### src/cpuam_pkg.sv
// Shared types and constants for the CPU addressing mode decoder
package cpuam_pkg;

	typedef enum logic [3:0] {
		AM_INHERENT,
		AM_IMMEDIATE,
		AM_DIR_SHORT,
		AM_DIR_LONG,
		AM_IDX_NONE,
		AM_IDX_SHORT,
		AM_IDX_LONG,
		AM_IND_SHORT,
		AM_IND_LONG,
		AM_INDIDX_SHORT,
		AM_INDIDX_LONG,
		AM_REL_DIRECT,
		AM_REL_INDIRECT
	} cpuam_mode_type;

	typedef enum logic [5:0] {
		nop_op, trap_op, wait_for_interrupt_op, halt_op, subroutine_return_op,
		interrupt_return_op, set_irq_mask_op, clear_irq_mask_op, set_carry_op,
		clear_carry_op, stack_pointer_reset_op, load_op, clear_op, push_op, pop_op,
		increment_op, decrement_op, zero_negative_test_op, ones_complement_op,
		twos_complement_op, byte_multiply_op, shift_left_logical_op,
		shift_right_logical_op, shift_right_arith_op, rotate_left_carry_op,
		rotate_right_carry_op, nibble_swap_op, compare_op, bit_compare_op, and_op,
		or_op, xor_op, add_carry_op, add_op, subtract_op, subtract_borrow_op,
		bit_set_op, bit_reset_op, bit_test_jump_true_op, bit_test_jump_false_op,
		call_op, absolute_jump_op, conditional_relative_jump_op, relative_call_op
	} cpuam_op_type;

	typedef enum logic [4:0] {
		ST_IDLE  = 5'b00001,
		ST_FETCH = 5'b00010,
		ST_PREAD = 5'b00100,
		ST_CALC  = 5'b01000,
		ST_DONE  = 5'b10000
	} cpuam_state_type;

	localparam logic [1:0] IRQ_LEVEL_RESET   = 2'h3;
	localparam logic [1:0] IRQ_LEVEL_MASKED  = 2'h3;
	localparam logic [1:0] IRQ_LEVEL_OPEN    = 2'h0;
	localparam logic [7:0] PAGE_ZERO_HI      = 8'h00;
	localparam logic [15:0] IDX_SHORT_LIMIT  = 16'h01FE;
	localparam logic [15:0] PTR_STEP         = 16'h0001;

endpackage : cpuam_pkg

### src/cpuam_decoder.sv
// Addressing mode decoder: operand byte fetch, pointer read and address forming
//
// Functional notes
// RULE1: Inherent instructions are one opcode byte; nothing is fetched after it.
// RULE2: Set-interrupt-mask raises the interrupt mask level to 3.
// RULE3: Clear-interrupt-mask lowers the interrupt mask level to 0.
// RULE4: Halt stops the oscillator; wait-for-interrupt enters low power until interrupt.
// RULE5: Inherent mode also accepts the listed register-only operations.
// RULE6: Immediate is opcode plus literal; only load, compare, logic, arithmetic.
// RULE7: Short direct fetches one address byte, reaching 00 to FF.
// RULE8: Long direct fetches a two-byte address covering 64 Kbyte.
// RULE9: Indexed address is unsigned sum of X or Y and the offset.
// RULE10: No-offset indexed fetches nothing; index alone addresses 00 to FF.
// RULE11: Short indexed fetches one offset byte; sum reaches 00 to 1FE.
// RULE12: Long indexed fetches a two-byte offset covering 64 Kbyte.
// RULE13: Indirect: byte after opcode addresses a pointer read from memory.
// RULE14: Short indirect: one pointer-address byte, one-byte pointer, 00 to FF.
// RULE15: Long indirect: one pointer-address byte, 16-bit pointer read from memory.
// RULE16: Indirect indexed address is index plus pointer read from memory.
// RULE17: Short indirect indexed reaches 00 to 1FE; long uses 16-bit pointer.
// RULE18: Full-class operations accept short and long memory forms.
// RULE19: Read-modify-write, bit, jump and call operations accept short forms only.
// RULE20: Relative mode adds a signed 8-bit offset to the program counter.
// RULE21: Relative direct offset is the byte following the opcode.
// RULE22: Relative indirect offset is read from memory at the following byte.
// RULE23: Two-byte quantities arrive most significant byte first.
`timescale 1ns/1ps

module cpuam_decoder (
	input  wire logic                  clk,
	input  wire logic                  rstn,
	input  wire logic                  clk_en,
	input  wire logic                  start,
	input  wire cpuam_pkg::cpuam_mode_type mode_in,
	input  wire cpuam_pkg::cpuam_op_type   op_in,
	input  wire logic                  use_y,
	input  wire logic [7:0]            x_reg,
	input  wire logic [7:0]            y_reg,
	input  wire logic [15:0]           next_pc,
	input  wire logic                  ibyte_valid,
	input  wire logic [7:0]            ibyte_data,
	output logic                       ibyte_ready,
	output logic                       mem_rd,
	output logic [15:0]                mem_addr,
	input  wire logic                  mem_rvalid,
	input  wire logic [7:0]            mem_rdata,
	output logic                       busy,
	output logic                       done,
	output logic                       illegal,
	output logic [1:0]                 follow_len,
	output logic [15:0]                eff_addr,
	output logic [7:0]                 imm_value,
	output logic [15:0]                branch_target,
	output logic [1:0]                 irq_level,
	output logic                       halt_pulse,
	output logic                       wait_pulse
);
	import cpuam_pkg::*;

	////////////////////////////////////////////////////////////////////////////
	// Decode helpers

	function automatic logic is_inherent_op(input cpuam_op_type op);
		case (op)
			nop_op, trap_op, wait_for_interrupt_op, halt_op, subroutine_return_op,
			interrupt_return_op, set_irq_mask_op, clear_irq_mask_op, set_carry_op,
			clear_carry_op, stack_pointer_reset_op, load_op, clear_op, push_op,
			pop_op, increment_op, decrement_op, zero_negative_test_op,
			ones_complement_op, twos_complement_op, byte_multiply_op,
			shift_left_logical_op, shift_right_logical_op, shift_right_arith_op,
			rotate_left_carry_op, rotate_right_carry_op, nibble_swap_op: return 1'b1; // RULE5
			default: return 1'b0;
		endcase
	endfunction : is_inherent_op

	function automatic logic is_full_op(input cpuam_op_type op);
		case (op)
			load_op, compare_op, bit_compare_op, and_op, or_op, xor_op,
			add_carry_op, add_op, subtract_op, subtract_borrow_op: return 1'b1;
			default: return 1'b0;
		endcase
	endfunction : is_full_op

	function automatic logic is_short_op(input cpuam_op_type op);
		case (op)
			clear_op, increment_op, decrement_op, zero_negative_test_op,
			ones_complement_op, twos_complement_op, bit_set_op, bit_reset_op,
			bit_test_jump_true_op, bit_test_jump_false_op, shift_left_logical_op,
			shift_right_logical_op, shift_right_arith_op, rotate_left_carry_op,
			rotate_right_carry_op, nibble_swap_op, call_op, absolute_jump_op: return 1'b1;
			default: return 1'b0;
		endcase
	endfunction : is_short_op

	function automatic logic mode_allowed(input cpuam_op_type op, input cpuam_mode_type m);
		case (m)
			AM_INHERENT:  return is_inherent_op(op);
			AM_IMMEDIATE: return is_full_op(op); // RULE6
			AM_DIR_SHORT, AM_IDX_NONE, AM_IDX_SHORT, AM_IND_SHORT, AM_INDIDX_SHORT:
				return is_full_op(op) || is_short_op(op); // RULE19
			AM_DIR_LONG, AM_IDX_LONG, AM_IND_LONG, AM_INDIDX_LONG:
				return is_full_op(op); // RULE18
			AM_REL_DIRECT, AM_REL_INDIRECT:
				return (op == conditional_relative_jump_op) || (op == relative_call_op); // RULE20
			default: return 1'b0;
		endcase
	endfunction : mode_allowed

	// Bytes that follow the opcode in the instruction stream
	function automatic logic [1:0] follow_bytes(input cpuam_mode_type m);
		case (m)
			AM_INHERENT, AM_IDX_NONE: return 2'h0; // RULE1 RULE10
			AM_DIR_LONG, AM_IDX_LONG: return 2'h2; // RULE8 RULE12
			default:                  return 2'h1; // RULE7 RULE11 RULE14 RULE15 RULE21
		endcase
	endfunction : follow_bytes

	// Bytes read from memory through the pointer address
	function automatic logic [1:0] pointer_bytes(input cpuam_mode_type m);
		case (m)
			AM_IND_SHORT, AM_INDIDX_SHORT, AM_REL_INDIRECT: return 2'h1; // RULE14 RULE22
			AM_IND_LONG, AM_INDIDX_LONG:                    return 2'h2; // RULE15 RULE17
			default:                                        return 2'h0;
		endcase
	endfunction : pointer_bytes

	////////////////////////////////////////////////////////////////////////////
	// Reset release

	logic [1:0] rst_sync_r;
	logic       rst_n_s;

	always_ff @(posedge clk or negedge rstn) begin
		if (!rstn) begin
			rst_sync_r <= 2'h0;
		end else begin
			rst_sync_r <= {rst_sync_r[0], 1'b1};
		end
	end
	assign rst_n_s = rst_sync_r[1];

	////////////////////////////////////////////////////////////////////////////
	// Sequencer

	cpuam_state_type state_r;
	cpuam_mode_type  mode_r;
	cpuam_op_type    op_r;
	logic [7:0]      idx_r;
	logic [15:0]     pc_r;
	logic [15:0]     word_r;
	logic [15:0]     ptr_r;
	logic [1:0]      left_r;
	logic            take;
	logic            ok_in;

	assign take        = clk_en && (state_r == ST_IDLE) && start;
	assign ok_in       = mode_allowed(op_in, mode_in);
	assign ibyte_ready = clk_en && (state_r == ST_FETCH);
	assign mem_rd      = clk_en && (state_r == ST_PREAD); // RULE13
	assign busy        = (state_r != ST_IDLE);
	assign done        = (state_r == ST_DONE);

	always_ff @(posedge clk or negedge rst_n_s) begin
		if (!rst_n_s) begin
			state_r <= ST_IDLE;
			left_r  <= 2'h0;
		end else if (clk_en) begin
			case (state_r)
				ST_IDLE: begin
					if (start) begin
						left_r <= follow_bytes(mode_in);
						if (!ok_in) begin
							state_r <= ST_DONE;
						end else if (follow_bytes(mode_in) == 2'h0) begin
							state_r <= ST_CALC; // RULE1
						end else begin
							state_r <= ST_FETCH;
						end
					end
				end
				ST_FETCH: begin
					if (ibyte_valid) begin
						left_r <= left_r - 2'h1;
						if (left_r == 2'h1) begin
							left_r  <= pointer_bytes(mode_r);
							state_r <= (pointer_bytes(mode_r) != 2'h0) ? ST_PREAD : ST_CALC;
						end
					end
				end
				ST_PREAD: begin
					if (mem_rvalid) begin
						left_r <= left_r - 2'h1;
						if (left_r == 2'h1) begin
							state_r <= ST_CALC;
						end
					end
				end
				ST_CALC: state_r <= ST_DONE;
				ST_DONE: state_r <= ST_IDLE;
				default: state_r <= ST_IDLE;
			endcase
		end
	end

	// Request context, held for the whole decode
	always_ff @(posedge clk or negedge rst_n_s) begin
		if (!rst_n_s) begin
			mode_r     <= AM_INHERENT;
			op_r       <= nop_op;
			idx_r      <= 8'h00;
			pc_r       <= 16'h0000;
			illegal    <= 1'b0;
			follow_len <= 2'h0;
		end else if (take) begin
			mode_r     <= mode_in;
			op_r       <= op_in;
			idx_r      <= use_y ? y_reg : x_reg; // RULE9
			pc_r       <= next_pc;
			illegal    <= !ok_in;
			follow_len <= ok_in ? follow_bytes(mode_in) : 2'h0;
		end
	end

	// Stream and pointer bytes shift in from the low end, first byte ends high
	always_ff @(posedge clk or negedge rst_n_s) begin
		if (!rst_n_s) begin
			word_r   <= 16'h0000;
			ptr_r    <= 16'h0000;
			mem_addr <= 16'h0000;
		end else if (clk_en) begin
			if (take) begin
				word_r <= 16'h0000;
				ptr_r  <= 16'h0000;
			end
			if (ibyte_ready && ibyte_valid) begin
				word_r <= {word_r[7:0], ibyte_data}; // RULE23
				if (left_r == 2'h1) begin
					// Pointer address is one byte, so the pointer sits in page zero
					mem_addr <= {PAGE_ZERO_HI, ibyte_data}; // RULE13
				end
			end
			if (mem_rd && mem_rvalid) begin
				ptr_r    <= {ptr_r[7:0], mem_rdata}; // RULE23
				mem_addr <= mem_addr + PTR_STEP;
			end
		end
	end

	////////////////////////////////////////////////////////////////////////////
	// Address forming

	always_ff @(posedge clk or negedge rst_n_s) begin
		if (!rst_n_s) begin
			eff_addr      <= 16'h0000;
			imm_value     <= 8'h00;
			branch_target <= 16'h0000;
		end else if (clk_en && state_r == ST_CALC) begin
			case (mode_r)
				AM_IMMEDIATE:    imm_value <= word_r[7:0]; // RULE6
				AM_DIR_SHORT:    eff_addr <= {PAGE_ZERO_HI, word_r[7:0]}; // RULE7
				AM_DIR_LONG:     eff_addr <= word_r; // RULE8
				AM_IDX_NONE:     eff_addr <= {PAGE_ZERO_HI, idx_r}; // RULE10
				AM_IDX_SHORT:    eff_addr <= {PAGE_ZERO_HI, word_r[7:0]} + {PAGE_ZERO_HI, idx_r}; // RULE11
				AM_IDX_LONG:     eff_addr <= word_r + {PAGE_ZERO_HI, idx_r}; // RULE12
				AM_IND_SHORT:    eff_addr <= {PAGE_ZERO_HI, ptr_r[7:0]}; // RULE14
				AM_IND_LONG:     eff_addr <= ptr_r; // RULE15
				AM_INDIDX_SHORT: eff_addr <= {PAGE_ZERO_HI, ptr_r[7:0]} + {PAGE_ZERO_HI, idx_r}; // RULE16 RULE17
				AM_INDIDX_LONG:  eff_addr <= ptr_r + {PAGE_ZERO_HI, idx_r}; // RULE16 RULE17
				AM_REL_DIRECT:   branch_target <= pc_r + {{8{word_r[7]}}, word_r[7:0]}; // RULE20 RULE21
				AM_REL_INDIRECT: branch_target <= pc_r + {{8{ptr_r[7]}}, ptr_r[7:0]}; // RULE22
				default:         imm_value <= imm_value;
			endcase
		end
	end

	////////////////////////////////////////////////////////////////////////////
	// Inherent side effects

	logic inh_go;
	assign inh_go = clk_en && (state_r == ST_CALC) && (mode_r == AM_INHERENT);

	always_ff @(posedge clk or negedge rst_n_s) begin
		if (!rst_n_s) begin
			irq_level <= IRQ_LEVEL_RESET;
		end else if (inh_go && op_r == set_irq_mask_op) begin
			irq_level <= IRQ_LEVEL_MASKED; // RULE2
		end else if (inh_go && op_r == clear_irq_mask_op) begin
			irq_level <= IRQ_LEVEL_OPEN; // RULE3
		end
	end

	// Pulses line up with done so the power controller sees one request
	always_ff @(posedge clk or negedge rst_n_s) begin
		if (!rst_n_s) begin
			halt_pulse <= 1'b0;
			wait_pulse <= 1'b0;
		end else if (clk_en) begin
			halt_pulse <= inh_go && (op_r == halt_op); // RULE4
			wait_pulse <= inh_go && (op_r == wait_for_interrupt_op); // RULE4
		end
	end

	////////////////////////////////////////////////////////////////////////////
	// Checks

	property p_inh_len;
		@(posedge clk) disable iff (!rst_n_s)
		(done && !illegal && mode_r == AM_INHERENT) |-> (follow_len == 2'h0);
	endproperty
	a_inh_len: assert property (p_inh_len) else $error("inherent length not zero"); // RULE1

	property p_sim;
		@(posedge clk) disable iff (!rst_n_s)
		(done && !illegal && mode_r == AM_INHERENT && op_r == set_irq_mask_op)
			|-> irq_level == 2'h3;
	endproperty
	a_sim: assert property (p_sim) else $error("mask not raised to 3"); // RULE2

	property p_rim;
		@(posedge clk) disable iff (!rst_n_s)
		(done && !illegal && mode_r == AM_INHERENT && op_r == clear_irq_mask_op)
			|-> irq_level == 2'h0;
	endproperty
	a_rim: assert property (p_rim) else $error("mask not lowered to 0"); // RULE3

	property p_halt;
		@(posedge clk) disable iff (!rst_n_s)
		halt_pulse |-> (done && op_r == halt_op && mode_r == AM_INHERENT);
	endproperty
	a_halt: assert property (p_halt) else $error("halt pulse without halt"); // RULE4

	property p_imm;
		@(posedge clk) disable iff (!rst_n_s)
		(done && !illegal && mode_r == AM_IMMEDIATE) |-> (follow_len == 2'h1 && imm_value == word_r[7:0]);
	endproperty
	a_imm: assert property (p_imm) else $error("immediate operand wrong"); // RULE6

	property p_idx_short;
		@(posedge clk) disable iff (!rst_n_s)
		(done && !illegal && mode_r == AM_IDX_SHORT)
			|-> (eff_addr == word_r[7:0] + idx_r && eff_addr <= 16'h01FE);
	endproperty
	a_idx_short: assert property (p_idx_short) else $error("short indexed address wrong"); // RULE11

	property p_idx_long;
		@(posedge clk) disable iff (!rst_n_s)
		(done && !illegal && mode_r == AM_IDX_LONG) |-> eff_addr == 16'(word_r + idx_r);
	endproperty
	a_idx_long: assert property (p_idx_long) else $error("long indexed address wrong"); // RULE9

	property p_ptr_only_indirect;
		@(posedge clk) disable iff (!rst_n_s)
		mem_rd |-> (pointer_bytes(mode_r) != 2'h0 && $past(state_r) != ST_IDLE);
	endproperty
	a_ptr_only_indirect: assert property (p_ptr_only_indirect) else $error("pointer read in wrong mode"); // RULE13

	property p_rel;
		@(posedge clk) disable iff (!rst_n_s)
		(done && !illegal && mode_r == AM_REL_DIRECT)
			|-> branch_target == 16'(pc_r + {{8{word_r[7]}}, word_r[7:0]});
	endproperty
	a_rel: assert property (p_rel) else $error("relative target wrong"); // RULE21

	property p_long_short_only;
		@(posedge clk) disable iff (!rst_n_s)
		(take && is_short_op(op_in) && !is_full_op(op_in) && mode_in == AM_DIR_LONG)
			|=> (illegal && done);
	endproperty
	a_long_short_only: assert property (p_long_short_only) else $error("long form accepted"); // RULE19

endmodule : cpuam_decoder

### config.mk
export PLATFORM = sky130hd
export DESIGN_NAME = cpuam_decoder
export DESIGN_NICKNAME = d
export VERILOG_FILES = /design/src/cpuam_pkg.sv /design/src/cpuam_decoder.sv
export SDC_FILE = /design/constraint.sdc
export NUM_CORES = 1
export LEC_CHECK = 0
export CORE_ASPECT_RATIO = 1.25
export CORE_MARGIN = 2
export CORE_UTILIZATION = 33
export CTS_BUF_LIST = sky130_fd_sc_hd__clkbuf_16
export DETAILED_ROUTE_END_ITERATION = 8
export DONT_BUFFER_PORTS = 1
export PLACE_DENSITY_LB_ADDON = 0.12
export SETUP_SLACK_MARGIN = 0.3
export SLEW_MARGIN = 10
export SYNTH_ARGS = -nofsm -noshare
export SYNTH_HDL_FRONTEND = slang
export SYNTH_SLANG_ARGS = --single-unit
### constraint.sdc
create_clock -name clk -period 4.7 [get_ports clk]
set_clock_uncertainty 0.1 [all_clocks]
set_input_delay 0.94 -clock clk [delete_from_list [all_inputs] [get_ports clk]]
set_output_delay 0.94 -clock clk [all_outputs]
set_load 0.01 [all_outputs]
==> Word-level counts from Yosys, hierarchy flattened <==
Memories as Yosys holds them, arrays and structs flattened.
Cells that the tools add are included.
{ "totals": {"regBits": 138, "mem_bits_ro": 96, "in_bits": 65, "wordCells": 164, "memories": 2} }
{ "mem_list": {"columns": ["memory", "depth", "word_bits", "rd", "rd_clocked_by_memory_dff", "write_ports", "line_no", "source"], "rows": [
  ["(no name shown)", 64, 1, 1, 0, 0, "cpuam_decoder.sv:85", "case (op)"],
  ["(no name shown)", 32, 1, 1, 0, 0, "cpuam_decoder.sv:64", "case (op)"]
]} }
{ "classes": {"addsub": 8, "n_eq_ne": 52, "mux": 41, "reduce_logical": 43} }
{ "op_table": {"columns": ["operator", "count"], "rows": [
  ["16-bit one-hot mux with 9 select lines", 1],
  ["16-bit two-way mux", 6],
  ["4-bit equality test (second input constant)", 10],
  ["6-bit equality test (second input constant)", 6],
  ["16-bit adder", 2],
  ["16-bit by 8-bit adder with 16-bit output", 2],
  ["4-bit by 3-bit equality test with 1-bit output (second input constant)", 8],
  ["16-bit one-hot mux with 2 select lines", 1],
  ["6-bit by 5-bit equality test with 1-bit output (second input constant)", 5],
  ["2-bit two-way mux", 15],
  ["5-bit two-way mux", 6],
  ["5-bit one-hot mux with 4 select lines", 1],
  ["8-bit by 8-bit adder with 9-bit output", 2],
  ["16-bit by 1-bit adder with 16-bit output (second input constant)", 1],
  ["4-bit by 2-bit equality test with 1-bit output (second input constant)", 4],
  ["2-bit nonzero test", 7],
  ["6-bit by 2-bit equality test with 1-bit output (second input constant)", 2],
  ["6-bit by 3-bit equality test with 1-bit output (second input constant)", 2],
  ["1-bit logical AND", 12],
  ["2-bit AND reduction", 5],
  ["10-bit OR reduction", 1],
  ["5-bit OR reduction", 2],
  ["9-bit nonzero test", 1],
  ["4-bit by 1-bit equality test with 1-bit output (second input constant)", 2],
  ["other kinds (27)", 40]
]} }

==> Longest topological paths before layout <==
{ "depth": {"depth_word": 15, "mapped_depth": 16, "ltp_nobuf": 14} }

==> Worst setup path before layout <==
Ideal clock, no wire load.
{ "synth_path": {"kind": "flip-flop to flip-flop", "startpoint": "register mode_r[1]", "endpoint": "register eff_addr[8]", "setup_time_ns": 0.136, "arrival_ns": 3.353, "t_required_ns": 4.464, "setup_slack_ns": 1.112, "path_stages_with_launch": 16, "synth_period_minus_slack_ns": 3.588, "path_cell_list": "dfrtp_1 -> buf_2 -> nor4bb_1 -> buf_2 -> buf_2 -> buf_2 -> mux2_2 -> ha_1 -> inv_1 -> fa_1 -> nor2b_1 -> o31a_1 -> o31ai_1 -> xor2_1 -> a221oi_1 -> o21ai_0"} }
{ "synth_between": {"elab_chain_len": 3, "word_cells_on_any_way": 12} }
{ "synth_lines": {"columns": ["element", "line_no", "source"], "rows": [
  ["start, declared", "cpuam_decoder.sv:146", "cpuam_mode_type mode_r;"],
  ["start signal, assigned", "cpuam_decoder.sv:215", "mode_r <= mode_in;"],
  ["4-bit equality test, or another cell as far along", "cpuam_decoder.sv:258", "case (mode_r)"],
  ["9-bit nonzero test (no source line)", null, null],
  ["2-bit AND reduction (no source line)", null, null],
  ["end signal, assigned", "cpuam_decoder.sv:260", "AM_DIR_SHORT: eff_addr <= {PAGE_ZERO_HI, word_r[7:0]};"],
  ["end signal, assigned", "cpuam_decoder.sv:261", "AM_DIR_LONG: eff_addr <= word_r;"],
  ["end signal, assigned", "cpuam_decoder.sv:262", "AM_IDX_NONE: eff_addr <= {PAGE_ZERO_HI, idx_r};"],
  ["end, declared", "cpuam_decoder.sv:51", "output logic [15:0] eff_addr,"]
]} }
Parallel ways exist; a longest one is shown, timed or not.
A chain may end at the register's enable or synchronous reset.

==> Final worst setup path <==
{ "layout_path": {"startpoint": "register mode_r[3]", "endpoint": "register branch_target[15]"} }
{ "layout_between": {"elab_chain_len": 3, "word_cells_on_any_way": 5} }
{ "layout_lines": {"columns": ["element", "line_no", "source"], "rows": [
  ["4-bit equality test", "cpuam_decoder.sv:258", null],
  ["2-bit nonzero test (no source line)", null, null],
  ["2-bit AND reduction (no source line)", null, null],
  ["end signal, assigned", "cpuam_decoder.sv:269", "AM_REL_DIRECT: branch_target <= pc_r + {{8{word_r[7]}}, word_r[7:0]};"],
  ["end signal, assigned", "cpuam_decoder.sv:270", "AM_REL_INDIRECT: branch_target <= pc_r + {{8{ptr_r[7]}}, ptr_r[7:0]};"],
  ["end, declared", "cpuam_decoder.sv:53", "output logic [15:0] branch_target,"]
]} }
Parallel ways exist; a longest one is shown, timed or not.

==> impl_metrics.yaml <==
status:
  status: "complete, no violations"
clock_network:
  clock_latency_ps: 430
  clockRootBuffer: "clkbuf_16"
  cts.path.max_buffers: 2
  cts_tree: "built"
  numCtsBuffers: 17
  cts.sinks: 137
  htree_levels: 4
  cts_hold_buf: 0
  cts_setup_buffers: 0
  clkTransAtPathRegs_ps: 70
  cts_resized: 0
logic_synthesis:
  synthArstFlopShare_pct: 100
  yosysSeqAreaShare_pct: 39.9
  syn_area_per_cell_um2: 9.14
  yosys_warnings: 0
  synth_edf_count: 0
  ys_ff_latch: 137
  synth_nets: 1046
  synth_cell_type_count: 78
  synthFlopType: "dfrtp_1"
  synthCells: 940
  synth_area_um2: 8590
pwr:
  comb_power_share_pct: 32.7
  internal_power_w: 0.00290
  p_sw_share_pct: 38.9
  p_per_area_nw_per_um2: 497
  clkPwrFrac_pct: 28.4
  ir_worst_vdd_v: 0.000236
  seqPwrFrac_pct: 38.9
  p_switching_w: 0.00185
  p_leak_nw: 4.18
finish:
  nFillCells: 2656
  area_growth_pct: 11.1
  final_common_cell: "nand2_1"
  final_nets: 1035
  diodes: 0
  drive_gt1_share_pct: 12.3
  layout_common_cells: "nand2_1, dfrtp_1, o21ai_0"
  instances_no_fill: 1281
worst_setup_path:
  critPathLaunch: "mode_r[3]$_DFFE_PN0P_"
  crit-reg2reg-launch: "mode_r[3]$_DFFE_PN0P_"
  worst_setup_path_start_kind: "flop"
  worstPathArrival_ps: 4040
  cpMaxStageDelayCell: "dfrtp_1"
  r2r_setup_slack_ps: 880
  path_class: "flop to flop"
  crit_fanout: 18
  required_ps: 4920
  crit_chain: "and3_1, mux2_2, ha_1, a21o_1, a211o_1, a21oi_1, a21oi_1, o41ai_1, xnor2_1, mux2_2"
  reg2regPathDepth: 10
  r2r_end: "branch_target[15]$_DFFE_PN0P_"
  critPathCaptureType: "flop"
  worstSetupEndpoint: "branch_target[15]$_DFFE_PN0P_"
  critPathMaxStageDelay_ps: 700
route:
  first_pass_iters: 4
  drt_iter0_markers: 329
  dr_total_vias: 6716
  drc_errors: 0
  wirelength_mm: 24.6
  wl_per_cell_um: 19.2
  viasPerCell: 5.24
  ant_nets: 0
sta:
  setup_tns_ps: 0
  rsz0062_at_grt: "false"
  fin_crit_sh_pct: 81.4
  setup_violations: 0
  fmax_mhz: 261
  max_slew_margin_pct: 36.6
  min_period_ps: 3820
  drv_slew: 0
  hold_violations: 0
  tightest_slew_ps: 951
floorplanning:
  die_x_um: 148
  io-pin-count: 132
  die_y_um: 184
  row_count: 66
  initial_core_util_pct: 33.2
  core_area_um2: 25800
  die_area_um2: 27300
placement:
  io_buffers: 0
  dp.cells: 1250
  dp_hpwl_mm: 17.8
  place.gp.congestion: 0.839
global_route:
  grt_first_pass_wirelength_mm: 39.3
  antenna_found_initial: 0
  grt_max_degree: 136
  grt_overflow: 0
  grt_pass1_vias: 6815
  grt_usage_pct: 18.5
worst_hold_path:
  hold_class: "input pin to async pin"
run:
  drv_cap: 0
==> Yosys cell counts (all sizes together), types with 9 or more instances <==
cell type,count,area [µm²]
a21oi,38,190
nor2b,10,62.6
mux2i,17,170
a22oi,12,90.1
o21ai,107,536
a21o,13,97.6
nand2b,10,62.6
nor3,14,81.3
o21a,10,75.1
nor3b,9,67.6
dfrtp,135,3380
buf,24,146
nand2,183,689
xnor2,21,184
mux2,49,552
clkbuf,26,100
ha,38,475
nor2,46,175
nand3,12,60.1
inv,17,63.8
xor2,21,184
==> how the worst min path moves through the flow <==
| stage | to | slack, ps |
|---|---|---|
| 2_1_floorplan | rst_sync_r[1]$_DFF_PN0_ | 230 |
| 3_3_place_gp | rst_sync_r[1]$_DFF_PN0_ | 240 |
| 3_5_place_dp | rst_sync_r[1]$_DFF_PN0_ | 240 |
| 4_1_cts | rst_sync_r[1]$_DFF_PN0_ | 90 |
| 5_1_grt | rst_sync_r[1]$_DFF_PN0_ | 90 |
| 6_report | rst_sync_r[1]$_DFF_PN0_ | 110 |
==> critical path, delay by kind of cell, from the launching register on <==
kind,cells,cell delay (ps)
XOR/XNOR,1,100
adder cells (fa/ha/maj),1,390
multiplexers,2,760
flip-flops,1,700
AND/OR/NAND/NOR,1,500
AO/OA/AOI/OAI,5,1180
==> registers in the layout, summed over array words and instances, names as in the netlist, 4 cells and up <==
name / cells
pc_r: 16
imm_value: 8
state_r: 5
mem_addr: 16
eff_addr: 16
mode_r: 4
ptr_r: 16
branch_target: 16
word_r: 16
op_r: 6
idx_r: 8
==> per-stage QoR <==
stage                     area [µm²]  total power, W  utilization (%)  setup slack (ps)  hold WS [ps]
after floorplan                 8590         0.00297                -               504           231
after global routing            9540         0.00510             36.9               524          85.7
after CTS                       9540         0.00482             36.9               862          88.3
final                           9540         0.00475             36.9               875           106
after detailed placement        8970         0.00345             34.7               863           241
after global placement          8970         0.00345             34.7               903           237
==> area by class of cell <==
| class | count | area (µm²) | share of cell area [%] |
|---|---|---|---|
| Sequential cell | 137 | 3430 | 36.0 |
| Timing Repair Buffer | 20 | 163 | 1.70 |
| Inverter | 17 | 63.8 | 0.669 |
| Multi-Input combinational cell | 736 | 4880 | 51.2 |
| Clock buffer | 17 | 425 | 4.46 |
| Clock inverter | 14 | 149 | 1.56 |
| Tap cell | 340 | 425 | 4.46 |
==> layer usage <==
metal | global-route usage [%] | wire length (µm) | part of all wire, %
met1 | 23.8 | 10600 | 43
met2 | 31.0 | 12200 | 50
met3 | 4.01 | 1270 | 5.2
met4 | 5.94 | 499 | 2.0
met5 | 0 | 0 | 0
==> power groups by stage <==
| stage | registers (W) | clock network (W) | logic, W |
|---|---|---|---|
| 2_1_floorplan | 0.00173 | 0 | 0.00125 |
| 3_3_place_gp | 0.00188 | 0 | 0.00157 |
| 3_5_place_dp | 0.00188 | 0 | 0.00157 |
| 4_1_cts | 0.00186 | 0.00139 | 0.00158 |
| 5_1_grt | 0.00190 | 0.00144 | 0.00176 |
| 6_report | 0.00185 | 0.00135 | 0.00155 |
==> kinds of logic (layout without fill, tap and decap cells) <==
family          Yosys count  after routing  synth area share [%]
xor+xnor                 42             42                  4.28
compound gates          253            253                  19.1
simple gates            333            333                  18.4
other cells               1              1                0.0437
mux                      66             66                  8.41
buf+inv                  67             68                  3.61
flops                   137            137                  39.9
fa+ha+maj                41             41                  6.24
Note: power is estimated with default switching activity, not from simulation.
